===== src/common/gtl_pkg.sv =====
// Purpose: constants for the talk/listen control port
// Assumes: 20 MHz clock, host port with one-cycle read latency
// Notes:   register offsets are word indices on the host port
package gtl_pkg;
  // ****************************************
  // register map
  // ****************************************
  localparam logic [3:0] GTL_OFS_PASSTHRU = 4'h0;
  localparam logic [3:0] GTL_OFS_POLLRESP = 4'h1;
  localparam logic [3:0] GTL_OFS_RXBYTE   = 4'h2;
  localparam logic [3:0] GTL_OFS_TXBYTE   = 4'h3;
  localparam logic [3:0] GTL_OFS_AUXCMD   = 4'h4;
  localparam logic [3:0] GTL_OFS_INTMASK  = 4'h5;
  localparam logic [3:0] GTL_OFS_STATUS   = 4'h6;
  // ****************************************
  // auxiliary command word: bit 7 is clear/set, bits 4:0 code
  // ****************************************
  localparam int         GTL_AUX_CS_BIT = 7;
  localparam logic [4:0] GTL_AUX_SWRST  = 5'h00;
  localparam logic [4:0] GTL_AUX_DACR   = 5'h01;
  localparam logic [4:0] GTL_AUX_RHDF   = 5'h02;
  localparam logic [4:0] GTL_AUX_HDFA   = 5'h03;
  localparam logic [4:0] GTL_AUX_HDFE   = 5'h04;
  localparam logic [4:0] GTL_AUX_NBAF   = 5'h05;
  localparam logic [4:0] GTL_AUX_LON    = 5'h09;
  localparam logic [4:0] GTL_AUX_TON    = 5'h0A;
  localparam logic [4:0] GTL_AUX_GTS    = 5'h0B;
  localparam logic [4:0] GTL_AUX_TCA    = 5'h0C;
  localparam logic [4:0] GTL_AUX_SIC    = 5'h0F;
  localparam logic [4:0] GTL_AUX_RQC    = 5'h11;
  localparam logic [4:0] GTL_AUX_RLC    = 5'h12;
  // ****************************************
  // interrupt mask bits (route enables and irq enables)
  // ****************************************
  localparam int GTL_MSK_BI   = 0;
  localparam int GTL_MSK_BO   = 1;
  localparam int GTL_MSK_UCG  = 2;
  localparam int GTL_MSK_UNKNOWN_UNIVERSAL_ROUTE = 3;
  localparam int GTL_MSK_UNKNOWN_ADDRESSED_ROUTE = 4;
  localparam int GTL_MSK_APT  = 5;
  // ****************************************
  // status bits
  // ****************************************
  localparam int GTL_ST_BI   = 0;
  localparam int GTL_ST_BO   = 1;
  localparam int GTL_ST_UCG  = 2;
  localparam int GTL_ST_TALK = 3;
  localparam int GTL_ST_LSTN = 4;
  localparam int GTL_ST_CTRL = 5;
  localparam int GTL_ST_SWRST= 6;
  // ****************************************
  // bus command encodings (7-bit, top bit ignored)
  // ****************************************
  localparam logic [6:0] GTL_CMD_UNL = 7'h3F;
  localparam logic [6:0] GTL_CMD_UNT = 7'h5F;
  localparam logic [6:0] GTL_CMD_TCT = 7'h09;
  localparam logic [6:0] GTL_CMD_GET = 7'h08;
  localparam logic [6:0] GTL_CMD_DCL = 7'h14;
  // ****************************************
  // timing
  // ****************************************
  localparam int GTL_CLK_HZ     = 20_000_000;
  localparam int GTL_IFC_MIN_US = 100;
  localparam int GTL_IFC_CYCLES = (GTL_IFC_MIN_US * (GTL_CLK_HZ / 1_000_000));
  localparam int GTL_T1_CYCLES  = 10;
  localparam logic [4:0] GTL_MY_ADDR_RST = 5'h00;
endpackage : gtl_pkg


===== src/verilog/gtl_port.sv =====
// Purpose: host-side data path and handshakes of an IEEE 488 talk/listen port
// Assumes: bus pins are open-collector, sampled through two flip-flops
// Notes:   all pin levels are the electrical levels, low = true
//
// Functional notes
// - pass-through register stores nothing; reads show live bus data lines.
// - during a parallel poll drive the stored poll response byte.
// - only hardware reset clears poll response; software reset keeps it.
// - listener latches received byte, flags it, holds NRFD until host reads.
// - NRFD released on read unless holdoff; then release-holdoff command finishes.
// - received and transmit byte registers are independent.
// - transmit byte sent with ATN when controller, without when talker; auto handshake.
// - byte-sent flag on talker entry and after each byte accepted; the code sets it after a byte only when mask bit BO is set.
// - byte held over ATN is sent after ATN drops unless cancelled.
// - bus data inverted; host bit 0 maps to DIO8, bit 7 to DIO1.
// - hardware reset sets soft-reset hold, clears poll, status, commands, idles.
// - interface clear held at least 100 us, then controller active.
// - take control while talking flags unknown command with accept holdoff.
// - controller keeps ATN asserted until release-control or go-to-standby.
// - controller ignores command bytes it sends itself.
// - talk-only command places the device in talker addressed state.
// - listen-only command places the device in listener addressed state.
// - without pass-through select, own talk/listen address addresses the device.
// - mask bits enable routing of unknown commands and secondaries; the code routes only take-control while talker.
// - holdoff-all holds after every byte; holdoff-end only after end message.
// - release-holdoff command clears any ready-for-data holdoff.
// - talk-only and listen-only persist until rewritten with clear bit.
// - cancel-new-byte discards a transmit byte interrupted by ATN.
`timescale 1ns/10ps
module gtl_port
  import gtl_pkg::*;
#(
  parameter logic [4:0] MY_ADDR    = GTL_MY_ADDR_RST,
  parameter int         IFC_CYCLES = GTL_IFC_CYCLES
)(
  // clock and reset
  input  wire logic       i_clock,
  input  wire logic       i_rst,
  // host register port
  input  wire logic [3:0] i_addr,
  input  wire logic [7:0] i_wdata,
  input  wire logic       i_wr,
  input  wire logic       i_rd,
  output logic      [7:0] o_rdata,
  // bus pins, input levels
  input  wire logic [7:0] i_dio_n,
  input  wire logic       i_atn_n,
  input  wire logic       i_eoi_n,
  input  wire logic       i_dav_n,
  input  wire logic       i_nrfd_n,
  input  wire logic       i_ndac_n,
  // bus pins, drive: enable high pulls the line low
  output logic      [7:0] o_dio_oe,
  output logic            o_atn_oe,
  output logic            o_dav_oe,
  output logic            o_nrfd_oe,
  output logic            o_ndac_oe,
  output logic            o_ifc_oe
);
  typedef enum {GTL_SRC_IDLE, GTL_SRC_WAIT_RFD, GTL_SRC_SETTLE,
                GTL_SRC_DAV, GTL_SRC_WAIT_DAC} gtl_src_t;
  typedef enum {GTL_ACP_READY, GTL_ACP_ACCEPT, GTL_ACP_HOLD} gtl_acp_t;

  typedef struct packed {
    logic [7:0] s1_dio;  logic [7:0] s2_dio;
    logic [4:0] s1_ctl;  logic [4:0] s2_ctl; // atn eoi dav nrfd ndac, true=1
    logic [7:0] poll_resp;
    logic [7:0] rx_byte;
    logic [7:0] tx_byte;
    logic       tx_full;
    logic [5:0] mask;
    logic       swrst;
    logic       irq_bi;  logic irq_bo;  logic irq_ucg;
    logic       hdfa;    logic hdfe;    logic rfd_hold; logic dac_hold;
    logic       ton;     logic lon;     logic tads;     logic lads;
    logic       cac;     logic ifc;     logic [15:0] ifc_cnt;
    logic       rqc_pend;
    logic       byte_unread;
    gtl_src_t   src;     logic [3:0] t1_cnt;
    gtl_acp_t   acp;
    logic [7:0] rdata;
    logic [7:0] dio_oe;
    logic       atn_oe;  logic dav_oe;  logic nrfd_oe; logic ndac_oe; logic ifc_oe;
  } gtl_state_t;

  gtl_state_t st_reg;
  gtl_state_t st_next;

  logic       atn_t, eoi_t, dav_t, nrfd_t, ndac_t;
  logic [7:0] bus_byte;
  logic [7:0] cmd_byte;
  logic       talk_act, lstn_act, ppoll;
  logic       aux_wr, cs;
  logic [4:0] aux_code;

  // host bit 0 is the most significant bus line
  function automatic logic [7:0] gtl_swap(input logic [7:0] v);
    logic [7:0] r;
    r = '0;
    for (int k = 0; k < 8; k++) r[k] = v[7-k];
    return r;
  endfunction : gtl_swap

  always_comb
  begin
    {atn_t, eoi_t, dav_t, nrfd_t, ndac_t} = st_reg.s2_ctl;
    bus_byte = gtl_swap(~st_reg.s2_dio);
    // command codes are defined in line order, so decode unswapped
    cmd_byte = ~st_reg.s2_dio;
    ppoll    = atn_t && eoi_t && !st_reg.cac;
    talk_act = st_reg.tads && !atn_t;
    lstn_act = st_reg.lads && !atn_t;
    aux_wr   = i_wr && (i_addr == GTL_OFS_AUXCMD);
    cs       = i_wdata[GTL_AUX_CS_BIT];
    aux_code = i_wdata[4:0];
  end

  always_comb
  begin
    st_next = st_reg;
    // ****************************************
    // pin synchronisers
    // ****************************************
    st_next.s1_dio = i_dio_n;
    st_next.s2_dio = st_reg.s1_dio;
    st_next.s1_ctl = ~{i_atn_n, i_eoi_n, i_dav_n, i_nrfd_n, i_ndac_n};
    st_next.s2_ctl = st_reg.s1_ctl;

    // ****************************************
    // host writes
    // ****************************************
    if (i_wr && i_addr == GTL_OFS_POLLRESP) st_next.poll_resp = i_wdata;
    if (i_wr && i_addr == GTL_OFS_INTMASK)  st_next.mask      = i_wdata[5:0];
    if (i_wr && i_addr == GTL_OFS_TXBYTE)
    begin
      st_next.tx_byte = i_wdata;
      st_next.tx_full = 1'b1;
    end
    if (aux_wr)
    begin
      case (aux_code)
        GTL_AUX_SWRST: st_next.swrst = cs;
        GTL_AUX_DACR:  st_next.dac_hold = 1'b0;
        GTL_AUX_RHDF:  st_next.rfd_hold = 1'b0;
        GTL_AUX_HDFA:  st_next.hdfa = cs;
        GTL_AUX_HDFE:  st_next.hdfe = cs;
        GTL_AUX_NBAF:  if (st_reg.src == GTL_SRC_IDLE) st_next.tx_full = 1'b0;
        GTL_AUX_LON:   st_next.lon = cs;
        GTL_AUX_TON:   st_next.ton = cs;
        GTL_AUX_GTS, GTL_AUX_RLC: st_next.atn_oe = 1'b0;
        GTL_AUX_TCA:   if (st_reg.cac) st_next.atn_oe = 1'b1;
        GTL_AUX_SIC:
        begin
          st_next.ifc = cs;
          st_next.ifc_cnt = '0;
        end
        GTL_AUX_RQC:   st_next.rqc_pend = 1'b1;
        default: ;
      endcase
      if (aux_code == GTL_AUX_RLC) st_next.cac = 1'b0;
    end

    // ****************************************
    // interface clear, at least the minimum time
    // ****************************************
    // keep counting after an early clear so the line still meets the minimum
    if ((st_reg.ifc || st_reg.ifc_oe) && st_reg.ifc_cnt < 16'(IFC_CYCLES))
      st_next.ifc_cnt = st_reg.ifc_cnt + 16'h0001;
    if (!st_reg.ifc && st_reg.ifc_oe && st_reg.ifc_cnt >= 16'(IFC_CYCLES))
    begin
      st_next.cac    = 1'b1;
      st_next.atn_oe = 1'b1;
    end
    st_next.ifc_oe = st_reg.ifc || (st_reg.ifc_oe && st_reg.ifc_cnt < 16'(IFC_CYCLES));
    // control passes only once the old controller has dropped ATN
    if (st_reg.rqc_pend && !atn_t)
    begin
      st_next.cac      = 1'b1;
      st_next.atn_oe   = 1'b1;
      st_next.rqc_pend = 1'b0;
    end

    // local addressing follows the hold commands
    st_next.tads = st_reg.ton ? 1'b1 : st_next.tads;
    st_next.lads = st_reg.lon ? 1'b1 : st_next.lads;
    if (aux_wr && aux_code == GTL_AUX_TON && !cs) st_next.tads = 1'b0;
    if (aux_wr && aux_code == GTL_AUX_LON && !cs) st_next.lads = 1'b0;

    // ****************************************
    // acceptor: commands under ATN and data bytes
    // ****************************************
    st_next.ndac_oe = 1'b0;
    st_next.nrfd_oe = 1'b0;
    case (st_reg.acp)
      GTL_ACP_READY:
      begin
        if (dav_t && (lstn_act || (atn_t && !st_reg.cac)))
        begin
          st_next.acp = GTL_ACP_ACCEPT;
          if (atn_t)
          begin
            if (cmd_byte[6:5] == 2'b01 && !st_reg.mask[GTL_MSK_APT])
              st_next.lads = (cmd_byte[4:0] == MY_ADDR) | st_reg.lads;
            if (cmd_byte[6:0] == GTL_CMD_UNL && !st_reg.lon) st_next.lads = 1'b0;
            if (cmd_byte[6:5] == 2'b10 && !st_reg.mask[GTL_MSK_APT])
            begin
              st_next.tads = (cmd_byte[4:0] == MY_ADDR) || st_reg.ton;
              if (cmd_byte[4:0] == MY_ADDR && !st_reg.tads) st_next.irq_bo = 1'b1;
            end
            if (cmd_byte[6:0] == GTL_CMD_TCT && st_reg.tads
                && st_reg.mask[GTL_MSK_UNKNOWN_ADDRESSED_ROUTE])
            begin
              st_next.irq_ucg  = 1'b1;
              st_next.dac_hold = 1'b1;
            end
          end
          else
          begin
            st_next.rx_byte     = bus_byte;
            st_next.irq_bi      = 1'b1;
            st_next.byte_unread = 1'b1;
            if (st_reg.hdfa || (st_reg.hdfe && eoi_t)) st_next.rfd_hold = 1'b1;
          end
        end
      end
      GTL_ACP_ACCEPT:
        if (!dav_t) st_next.acp = GTL_ACP_HOLD;
      GTL_ACP_HOLD:
        if (!st_reg.byte_unread && !st_reg.rfd_hold) st_next.acp = GTL_ACP_READY;
      default: st_next.acp = GTL_ACP_READY;
    endcase
    if (st_reg.acp == GTL_ACP_READY && st_reg.byte_unread) st_next.nrfd_oe = 1'b1;
    if (st_reg.acp != GTL_ACP_READY) st_next.nrfd_oe = 1'b1;
    if ((lstn_act || (atn_t && !st_reg.cac)) &&
        (st_reg.acp == GTL_ACP_READY || st_next.dac_hold)) st_next.ndac_oe = 1'b1;
    if (!(st_reg.lads || atn_t)) st_next.nrfd_oe = 1'b0;

    // ****************************************
    // source handshake
    // ****************************************
    st_next.dav_oe = 1'b0;
    case (st_reg.src)
      GTL_SRC_IDLE:
        if (st_reg.tx_full && (talk_act || st_reg.cac && st_reg.atn_oe))
          st_next.src = GTL_SRC_WAIT_RFD;
      GTL_SRC_WAIT_RFD:
        if (!nrfd_t)
        begin
          st_next.src    = GTL_SRC_SETTLE;
          st_next.t1_cnt = '0;
        end
      GTL_SRC_SETTLE:
      begin
        st_next.t1_cnt = st_reg.t1_cnt + 4'h1;
        if (st_reg.t1_cnt == 4'(GTL_T1_CYCLES - 1)) st_next.src = GTL_SRC_DAV;
      end
      GTL_SRC_DAV:
      begin
        st_next.dav_oe = 1'b1;
        if (!ndac_t)
        begin
          st_next.src     = GTL_SRC_WAIT_DAC;
          st_next.tx_full = 1'b0;
          if (st_reg.mask[GTL_MSK_BO]) st_next.irq_bo = 1'b1;
        end
      end
      GTL_SRC_WAIT_DAC:
        st_next.src = GTL_SRC_IDLE;
      default: st_next.src = GTL_SRC_IDLE;
    endcase
    if (st_reg.src == GTL_SRC_IDLE && !(talk_act || st_reg.cac)) st_next.dio_oe = '0;
    // ****************************************
    // data line drive: poll response or transmit byte
    // ****************************************
    if (ppoll)
      st_next.dio_oe = gtl_swap(st_reg.poll_resp);
    else if (st_reg.src != GTL_SRC_IDLE)
      st_next.dio_oe = gtl_swap(st_reg.tx_byte);
    else
      st_next.dio_oe = '0;
    if (st_reg.ton && !st_reg.tads) st_next.irq_bo = 1'b1;

    // ****************************************
    // host reads, clears after the sets (read clear wins, except a status bit set while it reads 0)
    // ****************************************
    st_next.rdata = '0;
    if (i_rd)
    begin
      case (i_addr)
        GTL_OFS_PASSTHRU: st_next.rdata = bus_byte;
        GTL_OFS_RXBYTE:
        begin
          st_next.rdata = st_reg.rx_byte;
          st_next.byte_unread = 1'b0;
        end
        GTL_OFS_INTMASK:  st_next.rdata = {2'b00, st_reg.mask};
        GTL_OFS_STATUS:
        begin
          st_next.rdata = {1'b0, st_reg.swrst, st_reg.cac, st_reg.lads, st_reg.tads,
                           st_reg.irq_ucg, st_reg.irq_bo, st_reg.irq_bi};
          st_next.irq_bi  = st_next.irq_bi  & ~st_reg.irq_bi | (st_next.irq_bi & ~st_reg.irq_bi);
          st_next.irq_bo  = st_next.irq_bo  & ~st_reg.irq_bo | (st_next.irq_bo & ~st_reg.irq_bo);
          st_next.irq_ucg = st_next.irq_ucg & ~st_reg.irq_ucg;
        end
        default: st_next.rdata = '0;
      endcase
    end
    if (st_reg.swrst)
    begin
      st_next.src = GTL_SRC_IDLE;
      st_next.acp = GTL_ACP_READY;
      st_next.dio_oe = '0;
      st_next.nrfd_oe = 1'b0;
      st_next.ndac_oe = 1'b0;
    end
  end

  // ****************************************
  // state register
  // ****************************************
  always_ff @(posedge i_clock)
  begin
    if (i_rst)
    begin
      st_reg       <= '0;
      st_reg.swrst <= 1'b1;
      st_reg.src   <= GTL_SRC_IDLE;
      st_reg.acp   <= GTL_ACP_READY;
    end
    else
      st_reg <= st_next;
  end

  assign o_rdata   = st_reg.rdata;
  assign o_dio_oe  = st_reg.dio_oe;
  assign o_atn_oe  = st_reg.atn_oe;
  assign o_dav_oe  = st_reg.dav_oe;
  assign o_nrfd_oe = st_reg.nrfd_oe;
  assign o_ndac_oe = st_reg.ndac_oe;
  assign o_ifc_oe  = st_reg.ifc_oe;

  // ****************************************
  // checks
  // ****************************************
  property p_reset_hold;
    @(posedge i_clock) $past(i_rst) |-> st_reg.swrst && st_reg.poll_resp == 8'h00;
  endproperty
  a_reset_hold: assert property (p_reset_hold) else $error("reset state wrong");

  property p_poll_keep;
    @(posedge i_clock) disable iff (i_rst)
      (aux_wr && aux_code == GTL_AUX_SWRST && !(i_wr && i_addr == GTL_OFS_POLLRESP))
      |=> st_reg.poll_resp == $past(st_reg.poll_resp);
  endproperty
  a_poll_keep: assert property (p_poll_keep) else $error("soft reset touched poll");

  property p_rx_indep;
    @(posedge i_clock) disable iff (i_rst)
      (i_wr && i_addr == GTL_OFS_TXBYTE && st_reg.acp != GTL_ACP_READY)
      |=> st_reg.rx_byte == $past(st_reg.rx_byte);
  endproperty
  a_rx_indep: assert property (p_rx_indep) else $error("tx write changed rx");

  property p_nrfd_hold;
    @(posedge i_clock) disable iff (i_rst)
      (st_reg.byte_unread && st_reg.lads && !st_reg.swrst && !i_rd) |=> o_nrfd_oe;
  endproperty
  a_nrfd_hold: assert property (p_nrfd_hold) else $error("NRFD dropped early");

  property p_ppoll;
    @(posedge i_clock) disable iff (i_rst)
      ppoll |=> o_dio_oe == gtl_swap($past(st_reg.poll_resp));
  endproperty
  a_ppoll: assert property (p_ppoll) else $error("poll byte not driven");

  property p_pass_read;
    @(posedge i_clock) disable iff (i_rst)
      (i_rd && i_addr == GTL_OFS_PASSTHRU) |=> o_rdata == $past(bus_byte);
  endproperty
  a_pass_read: assert property (p_pass_read) else $error("pass-through wrong");

  property p_rhdf;
    @(posedge i_clock) disable iff (i_rst)
      (aux_wr && aux_code == GTL_AUX_RHDF && st_reg.acp != GTL_ACP_READY) |=> !st_reg.rfd_hold;
  endproperty
  a_rhdf: assert property (p_rhdf) else $error("holdoff not released");

  property p_ton;
    @(posedge i_clock) disable iff (i_rst)
      (aux_wr && aux_code == GTL_AUX_TON && cs) |=> ##1 st_reg.tads;
  endproperty
  a_ton: assert property (p_ton) else $error("talk-only not entered");
endmodule : gtl_port


===== config.mk =====
export PLATFORM = sky130hd
export DESIGN_NAME = gtl_port
export DESIGN_NICKNAME = d
export VERILOG_FILES = /design/src/common/gtl_pkg.sv /design/src/verilog/gtl_port.sv
export SDC_FILE = /design/constraint.sdc
export NUM_CORES = 1
export LEC_CHECK = 0
export ABC_AREA = 1
export BUFFER_PORTS_ARGS = -buffer_cell sky130_fd_sc_hd__buf_2
export CORE_MARGIN = 2
export CORE_UTILIZATION = 63
export DETAILED_ROUTE_END_ITERATION = 10
export PLACE_DENSITY = 0.91
export SYNTH_ARGS = -nofsm -noshare
export SYNTH_HDL_FRONTEND = slang
export SYNTH_SLANG_ARGS = --single-unit

===== constraint.sdc =====
create_clock -name i_clock -period 3.3 [get_ports i_clock]
set_clock_uncertainty 0.2 [all_clocks]
set_input_delay 0.165 -clock i_clock [delete_from_list [all_inputs] [get_ports i_clock]]
set_output_delay 0.165 -clock i_clock [all_outputs]
set_load 0.05 [all_outputs]

==> results of run 1 <==
[repair_timing]
item / CTS / global route
endpoints found under the setup margin: 0 / 0
endpoints found under the hold margin: 54 / 0
hold buffers: 33 / 0
[stage by stage]
| stage | power [mW] | hold WS [ps] | utilization | cells |
|---|---|---|---|---|
| detailed placement | 1.63 | 124 | 0.670 | 784 |
| CTS | 3.41 | 7.76 | 0.786 | 847 |
| finish | 3.42 | 7.45 | 0.786 | 847 |
| global placement | 1.63 | 120 | 0.670 | 784 |
| global route | 3.51 | 42.4 | 0.786 | 847 |
| floorplan | 1.58 | 31.7 | - | 668 |
[how the worst min path moves through the flow]
stage	from	endpoint	slack, ps	cells after the start
after floorplan	i_atn_n	st_next[156]$_SDFF_PP0_	30	1
after global placement	i_ndac_n	st_next[152]$_SDFF_PP0_	120	2
after detailed placement	i_atn_n	st_next[156]$_SDFF_PP0_	120	2
after CTS	i_rst	st_next[153]$_SDFF_PP0_	8	3
after global routing	i_rst	st_reg[166]$_SDFF_PP0_	40	3
final	i_rst	st_next[164]$_SDFF_PP0_	7	3
[cell type report]
type,instances,share of cell area
flip-flops and latches,119,0.392
multi-input cells,407,0.331
repair buffers,84,0.0972
clock buffers,20,0.0717
inverters,105,0.0649
clock inverters,10,0.0214
well taps,102,0.0210
[layout by cell type (no fill, tap or decap), types with 4 or more instances in the layout]
| cell type | synthesis | final |
|---|---|---|
| dlygate4sd3_1 | 0 | 33 |
| inv_1 | 101 | 101 |
| o22ai_1 | 9 | 9 |
| dfxtp_1 | 119 | 119 |
| clkbuf_16 | 0 | 16 |
| nand3_1 | 47 | 47 |
| o21ai_0 | 54 | 54 |
| nor2_1 | 79 | 79 |
| nand4_1 | 6 | 6 |
| buf_2 | 3 | 49 |
| nor3_1 | 17 | 17 |
| nor2_4 | 4 | 4 |
| a21oi_1 | 75 | 75 |
| nand2_1 | 82 | 82 |
| ha_1 | 4 | 4 |
| nand2_2 | 4 | 4 |
| clkinv_2 | 0 | 5 |
[cell usage after synthesis (2+ instances only)]
master	n	area [µm²]
a21oi_1	75	375
nand4_1	6	37.5
dfxtp_1	119	2380
o21ai_0	54	270
nor3b_1	2	15.0
ha_1	4	50.1
nor2_4	4	45.0
inv_2	3	11.3
nand2_2	4	25.0
buf_2	3	15.0
nor2_1	79	297
nand3_1	47	235
buf_1	2	7.51
clkbuf_1	10	37.5
or2_2	2	12.5
nor3_1	17	85.1
o22ai_1	9	56.3
inv_1	101	379
buf_6	3	33.8
o21ai_1	3	15.0
nand2_1	82	308
o31ai_1	2	15.0
buf_4	18	135
nand3_2	2	20.0
[routing by layer]
metal | track usage | part of all wire
met1 | 0.362 | 0.40
met2 | 0.513 | 0.49
met3 | 0.0774 | 0.077
met4 | 0.156 | 0.025
met5 | 0 | 0
[cells by family (layout without fill, tap and decap cells)]
kind of cell / count (synthesis) / in the layout / share of synthesized area
buf+inv: 142 / 219 / 0.125
simple gates: 252 / 252 / 0.232
fa+ha+maj: 4 / 4 / 0.00996
xor+xnor: 1 / 1 / 0.00174
compound gates: 150 / 150 / 0.157
flops: 119 / 119 / 0.474
[tightest hold or removal path, stage by stage]
cell and delay, ps:
buf_2 110, buf_4 280, nor2_1 140
[report_power, final]
group	leakage (nW)	total (mW)	internal [mW]	switching [mW]
clock	0.276	1.78	1.15	0.630
combinational	1.31	0.160	0.0629	0.0970
sequential	0.965	1.48	1.46	0.0147
==> impl_metrics.toml, run 1 <==
[logic_synthesis]
syn_area_um2 = 5020
syn-mean-instance-area_um2 = 7.52
ys_types = 41
syn_nets = 701
synth_ff_type = "dfxtp_1"
synth_edf_count = 0
ys_ff_latch = 119
async_flop_share = 0
synthCells = 668
ys_warn_count = 0
ys_seq_area_frac = 0.474

[placed_design]
dpl_cell_area_um2 = 5180
dp_slack_ps = 1320
hpwl_um = 7550
port_buffers = 49
place.gp.congestion = 0.885

[timing]
final.setup.tns_ps = 0
maxSlewViolCount = 0
rsz0062_at_grt = "no"
hold_viol_final = 0
finalCritPeriodShare = 0.790
tightest_slew_ps = 941
max_clock_freq_ghz = 0.384
setup_viol = 0
relSlewSlack = 0.368
worst_slack_ps = 693
min_period_ps = 2610

[floorplan]
die_area_um2 = 8700
core_um2 = 7730
fp-row-count = 32
die_h_um = 93.3
ios = 50
die_w_um = 93.3
initial_core_util = 0.650

[clock_tree]
htree_levels = 4
post_cts_buffers = 0
numCtsBuffers = 17
cts_tree = "done"
clk_latency_ps = 530
root_buffer = "clkbuf_8"
cts_buffer_depth = 2
cts_resized = 0
clock-sinks = 119
clk_pin_slew_ps = 60

[critical_path]
critPathLaunchType = "input pin"
cp_max_fo = 7
cp_num_buf_inv = 4
cp_cell_sequence = "dlygate4sd3_1 > buf_2 > nor2_4 > dlygate4sd3_1 > nand3_2 > o21ai_0 > dlygate4sd3_1 > nor2_1"
cp_slowest_cell = "dlygate4sd3_1"
cp_common_cell = "dlygate4sd3_1"
r2r_end = "st_reg[91]$_SDFFE_PP0P_"
reg2reg_slack_ps = 1250
rr_worst_depth = 7
worstSetupPathType = "input pin to flip-flop"
cp.arrival_ps = 2830
cpPeakStageDelay_ps = 770
rr_startpoint = "st_reg[98]$_SDFFE_PP0P_"
cp.required_ps = 3520
worst_setup_path_end_kind = "flip-flop"
setup.worst_path.end = "st_reg[149]$_SDFFE_PP0P_"
cp_num_cells = 8
crit_start = "i_addr[3]"
path_delay_family = "buffers and inverters"

[finish]
seq_area_um2 = 2380
drive_above_1_share = 0.137
n_antenna_cell = 0
design_area_um2 = 6070
multi_input_area_um2 = 2010
largest_register_ffs = 80
final_nets = 767
area_delta_synth_final_pct = 20.9
fillCellCount = 501

[grt]
antenna_found_initial = 0
grt_pass1_wl_um = 20700
track_usage = 0.306
grt_pass1_vias = 4499
overflow = 0
grt_max_degree = 52

[route]
wl_per_cell_um = 14.6
ant_nets = 0
drt_pass1_iterations = 9
wl_um = 12400
drt_iter0_drc = 473
viasPerCell = 5.55
vias = 4704
remaining_drc_errors = 0

[outcome]
status = "completed"

[power]
power_leakage_nw = 2.55
ir_drop_v = 0.000396
powerDensity_nw_per_um2 = 563

[job]
cap_violations = 0

[worst_hold_path]
hp-class = "input pin to flip-flop"
(Power assumes the default switching activity.)
==> inputs of run 2 (changes only) <==
Settings changed: ABC_AREA 1 to 0, CORE_UTILIZATION 63 to 58, PLACE_DENSITY 0.91 to 0.86.
Clock period 3.3 ns to 2.7 ns, I/O delays scaled along.
==> run 2 against run 1 <==
  * Clock power increased by 20%
  * Sequential cell count is the same
  * Non-clock buffer count is 12 higher
  * Global-route usage fell by 2.9 points
  * Worst setup slack lost 430 ps
  * First-iteration DRC count down 3.2%
  * Core utilization shrank 5.0 points
  * Synthesized cell count is 20% lower
  * Count of clock-buffer cells in the layout increased by 1
  * Final cell count down 15%
  * Largest power group unchanged
==> impl_metrics.toml, run 2 <==
[timing]
rsz0062_at_grt = "no"
holdWs_ps = 51.3
finalCritPeriodShare = 0.901
relSlewSlack = 0.453
maxSlewViolCount = 0
final.setup.tns_ps = 0
setup_viol = 0
max_clock_freq_ghz = 0.411
min_period_ps = 2430
tightest_slew_ps = 818
hold_viol_final = 0

[job]
cap_violations = 0

[logic_synthesis]
syn_nets = 570
syn_area_um2 = 4910
ys_ff_latch = 119
ys_warn_count = 0
synthTopCellsByCount = "dfxtp_1, nor2_1, nor2b_1"
async_flop_share = 0
syn-mean-instance-area_um2 = 9.14
synthCells = 537
ys_types = 56
ys_seq_area_frac = 0.485
yosysTopAreaCell = "dfxtp_1"
synth_ff_type = "dfxtp_1"
synth_top_area_share = 0.485
synth_edf_count = 0
yosysMostFrequentCell = "dfxtp_1"
synthTopCellsByArea = "dfxtp_1, nor2_1, mux2i_1"

[floorplan]
ios = 50
die_area_um2 = 9220
die_h_um = 96.0
fp-row-count = 33
initial_core_util = 0.597
die_w_um = 96.0
core_um2 = 8220

[grt]
grt_pass1_vias = 4148
overflow = 0
antenna_found_initial = 0
grt_max_degree = 40
track_usage = 0.277
grt_pass1_wl_um = 19600

[finish]
drive_above_1_share = 0.165
n_antenna_cell = 0
final_cell_mix = "dfxtp_1, nor2_1, buf_2, dlygate4sd3_1, nor2b_1"
design_area_um2 = 6050
largest_register_ffs = 80
layout_commonest_cell = "dfxtp_1"
final_nets = 633
area_delta_synth_final_pct = 23.3
final_cells = 718

[clock_tree]
numCtsBuffers = 17
clock-sinks = 119
htree_levels = 4
clk_latency_ps = 510
cts_buffer_depth = 2
clk_pin_slew_ps = 60
root_buffer = "clkbuf_8"
cts_tree = "done"

[route]
viasPerCell = 5.97
vias = 4289
wl_per_cell_um = 17.0
drt_pass1_iterations = 6
drt_iter0_drc = 458
remaining_drc_errors = 0
ant_nets = 0
wl_um = 12200

[critical_path]
cp_cell_sequence = "nor3b_1 > and2_2 > nor2_1 > a211oi_1 > dlygate4sd3_1"
cp_max_fo = 19
critPathLaunchType = "flip-flop"
cp.arrival_ps = 2690
cpPeakStageDelay_ps = 580
worstSetupPathType = "flip-flop to flip-flop"
cp_slowest_cell = "dlygate4sd3_1"
cp.required_ps = 2960
worst_setup_path_end_kind = "flip-flop"

[power]
powerDensity_nw_per_um2 = 680
power_leakage_nw = 2.32
ir_drop_v = 0.000532
p_total_mw = 4.11

[worst_hold_path]
hp-class = "input pin to flip-flop"

[placed_design]
dpl_cell_area_um2 = 5060
place.gp.congestion = 0.862
port_buffers = 49
hpwl_um = 7490
dp_cells = 644

[outcome]
status = "completed"
==> run 2: final timing paths <==
kind                                 from                       end  slack (ps)  cells past startpoint
setup reg to reg  st_reg[22]$_SDFFE_PP0P_     st_reg[89]$_SDFF_PP0_         270                      5
setup / recovery  st_reg[22]$_SDFFE_PP0P_     st_reg[89]$_SDFF_PP0_         270                      5
hold reg to reg   st_next[167]$_SDFF_PP0_    st_reg[167]$_SDFF_PP0_         240                      1
hold / removal                  i_addr[0]  st_reg[111]$_SDFFE_PP0P_          50                      5
==> run 2: report_power, final <==
| group | internal (mW) | switching [mW] | leakage, nW | total (mW) |
|---|---|---|---|---|
| Clock | 1.31 | 0.832 | 0.272 | 2.14 |
| Sequential | 1.78 | 0.0155 | 0.964 | 1.80 |
| Combinational | 0.0865 | 0.0935 | 1.08 | 0.180 |
| Total | 3.17 | 0.941 | 2.32 | 4.11 |
==> run 2: routing by layer <==
metal  global-route usage  vias up  routed length, µm  part of all wire
met5                    0        -                  0                 0
met2                0.442      196               5910              0.48
met3               0.0752       25                815             0.067
li1                     -     2005                  -                 -
met4                0.114        0                241             0.020
met1                0.355     2063               5230              0.43
==> run 2: cell families (layout without fill, tap and decap cells) <==
family,after synthesis,after routing,synth area share
AO/OA/AOI/OAI,97,97,0.140
adder cells (fa/ha/maj),4,4,0.0102
buffers and inverters,63,139,0.0627
AND/OR/NAND/NOR,226,226,0.245
flip-flops,119,119,0.485
multiplexers,28,28,0.0571
==> run 2: stage by stage <==
stage	setup slack, ps	utilization
after floorplan	798	-
after global placement	688	0.615
after detailed placement	576	0.615
after CTS	94.6	0.736
after global routing	87.2	0.736
final	267	0.736
==> run 2: worst max-delay path, delay by kind of cell (launching register included) <==
family | cells | cell delay, ps
compound gates | 1 | 220
buf+inv | 1 | 580
simple gates | 3 | 1030
flops | 1 | 340
==> run 2: area by class of cell <==
class / instances / area [µm²]
sequential: 119 / 2380
multi-input combinational: 355 / 2220
fill: 523 / 2170
timing repair buffer: 96 / 703
clock buffer: 21 / 459
tap: 105 / 131
clock inverter: 11 / 114
inverter: 11 / 41.3
==> run 2: timing repair <==
action / in CTS / in global routing
hold buffers: 42 / 0
resized for setup: 0 / 1
buffers inserted: 0 / 0
hold endpoints to repair: 92 / 0
endpoints found under the setup margin: 0 / 1
==> inputs of run 3 (changes only) <==
Settings changed: CORE_UTILIZATION 58 to 45, GPL_ROUTABILITY_DRIVEN set to 1, PLACE_DENSITY 0.86 to 0.71.
==> run 3 against run 2 <==
  * Critical path depth down 1
  * Sequential power about the same
  * Sequential share of layout area is 0.34 points higher
  * Worst hold slack improved by 41 ps
  * Power hardly changed
  * Core utilization down 18 points
  * Largest power group unchanged
==> impl_metrics.toml, run 3 (synthesis results as in run 2) <==
[finish]
layout_commonest_cell = "dfxtp_1"
final_cell_mix = "dfxtp_1, nor2_1, buf_2, dlygate4sd3_1, nor2b_1"
final_nets = 624
n_antenna_cell = 0
largest_register_ffs = 80
area_delta_synth_final_pct = 22.2
final_core_util = 0.558
drive_above_1_share = 0.166

[clock_tree]
cts_tree = "done"
root_buffer = "clkbuf_8"
cts_buffer_depth = 2
htree_levels = 4
clk_pin_slew_ps = 60
clock-sinks = 119
numCtsBuffers = 17
post_cts_buffers = 0
clk_latency_ps = 530

[power]
ir_drop_v = 0.000518
powerDensity_nw_per_um2 = 686
power_leakage_nw = 2.27

[critical_path]
rr_worst_depth = 4
worstSetupPathType = "flip-flop to flip-flop"
cp_cell_sequence = "nand4_1 > o211ai_1 > o21ai_1 > a311oi_1"
cp_num_buf_inv = 0
cp.required_ps = 2930
rr_startpoint = "st_reg[99]$_SDFFE_PP0P_"
worst_setup_path_end_kind = "flip-flop"
cp_max_fo = 13
reg2reg_slack_ps = 270
critPathLaunchType = "flip-flop"
r2r_end = "st_reg[94]$_SDFFE_PP0P_"
cp.arrival_ps = 2650
cp_slowest_cell = "o211ai_1"
path_delay_family = "compound AO/OA/AOI/OAI gates"
cpPeakStageDelay_ps = 790

[timing]
setup_viol = 0
final.setup.tns_ps = 0
hold_viol_final = 0
relSlewSlack = 0.366
min_period_ps = 2430
max_clock_freq_ghz = 0.412
tightest_slew_ps = 947
rsz0062_at_grt = "no"
maxSlewViolCount = 0
finalCritPeriodShare = 0.899

[grt]
track_usage = 0.206
grt_pass1_vias = 3911
grt_max_degree = 51
overflow = 0
grt_pass1_wl_um = 18800
antenna_found_initial = 0

[route]
vias = 4089
viasPerCell = 5.50
drt_pass1_iterations = 5
drt_iter0_drc = 285
wl_per_cell_um = 15.3
remaining_drc_errors = 0
wl_um = 11400
ant_nets = 0

[floorplan]
fp-row-count = 38
core_um2 = 10700
initial_core_util = 0.457
ios = 50
die_area_um2 = 11800
die_w_um = 108
die_h_um = 108

[worst_hold_path]
min_path_cells = 3
hp-class = "input pin to flip-flop"
holdPathEnd = "st_next[153]$_SDFF_PP0_"
hold_start = "i_nrfd_n"

[outcome]
status = "completed"

[job]
cap_violations = 0

[placed_design]
place.gp.congestion = 0.809
port_buffers = 49
hpwl_um = 7330
## run 3: changes by cell type in the layout (fill, tap and decap cells not counted)
| cell | previous run | this run |
|---|---|---|
| bufinv_16 | 1 | 2 |
| clkbuf_8 | 4 | 1 |
| clkinv_2 | 0 | 3 |
| and2_1 | 2 | 3 |
| clkinv_4 | 4 | 3 |
| and2_2 | 1 | 0 |
| dlygate4sd3_1 | 42 | 33 |
## run 3: worst register-to-register path, stage by stage, from the launching register on
cell	delay [ps]
dfxtp_1	400
nand4_1	140
o211ai_1	790
o21ai_1	420
a311oi_1	380
## run 3: metrics by stage
stage / hold WS (ps) / instance area [µm²] / power (mW) / setup slack (ps) / cells
floorplan: 1.69 / 4910 / 1.92 / 798 / 537
global placement: 92.6 / 5100 / 1.96 / 523 / 679
detailed placement: 94.2 / 5100 / 1.97 / 391 / 679
CTS: 65.2 / 6000 / 4.15 / 387 / 744
global route: 85.9 / 6000 / 4.25 / 122 / 744
finish: 92.0 / 6000 / 4.12 / 273 / 744
## run 3: repair_timing
| item | 4_1_cts | 5_1_grt |
|---|---|---|
| endpoints found under the hold margin | 75 | 0 |
| hold buffers | 33 | 0 |
| gates resized for setup | 0 | 0 |
## run 3: how the worst max path moves through the flow
| stage | cells after the start | slack, ps | to | startpoint |
|---|---|---|---|---|
| after floorplan | 5 | 800 | st_reg[99]$_SDFFE_PP0P_ | st_reg[92]$_SDFFE_PP0P_ |
| after global placement | 4 | 520 | st_reg[100]$_SDFFE_PP0P_ | st_reg[97]$_SDFFE_PP0P_ |
| after detailed placement | 4 | 390 | st_reg[98]$_SDFFE_PP0P_ | st_reg[99]$_SDFFE_PP0P_ |
| after CTS | 4 | 390 | st_reg[98]$_SDFFE_PP0P_ | st_reg[99]$_SDFFE_PP0P_ |
| after global routing | 4 | 120 | st_reg[100]$_SDFFE_PP0P_ | st_reg[97]$_SDFFE_PP0P_ |
| final | 4 | 270 | st_reg[94]$_SDFFE_PP0P_ | st_reg[99]$_SDFFE_PP0P_ |
## run 3: final cells by class
type / instances / area (µm²)
tap: 140 / 175
clock buffer: 18 / 418
sequential: 119 / 2380
clock inverter: 14 / 150
timing repair buffer: 87 / 613
multi-input combinational: 355 / 2220
inverter: 11 / 41.3
fill: 979 / 4750
## run 3: power by group
part / leakage (nW) / total [mW] / internal (mW) / switching [mW]
Sequential: 0.964 / 1.79 / 1.78 / 0.0150
Combinational: 1.03 / 0.172 / 0.0803 / 0.0916
Clock: 0.272 / 2.15 / 1.32 / 0.831
## run 3: routing by layer
metal | vias up | GRT usage | wire length [µm]
li1 | 2000 | - | -
met1 | 1942 | 0.256 | 5150
met2 | 124 | 0.333 | 5490
met3 | 23 | 0.0579 | 529
met4 | 0 | 0.0934 | 244
met5 | - | 0 | 0
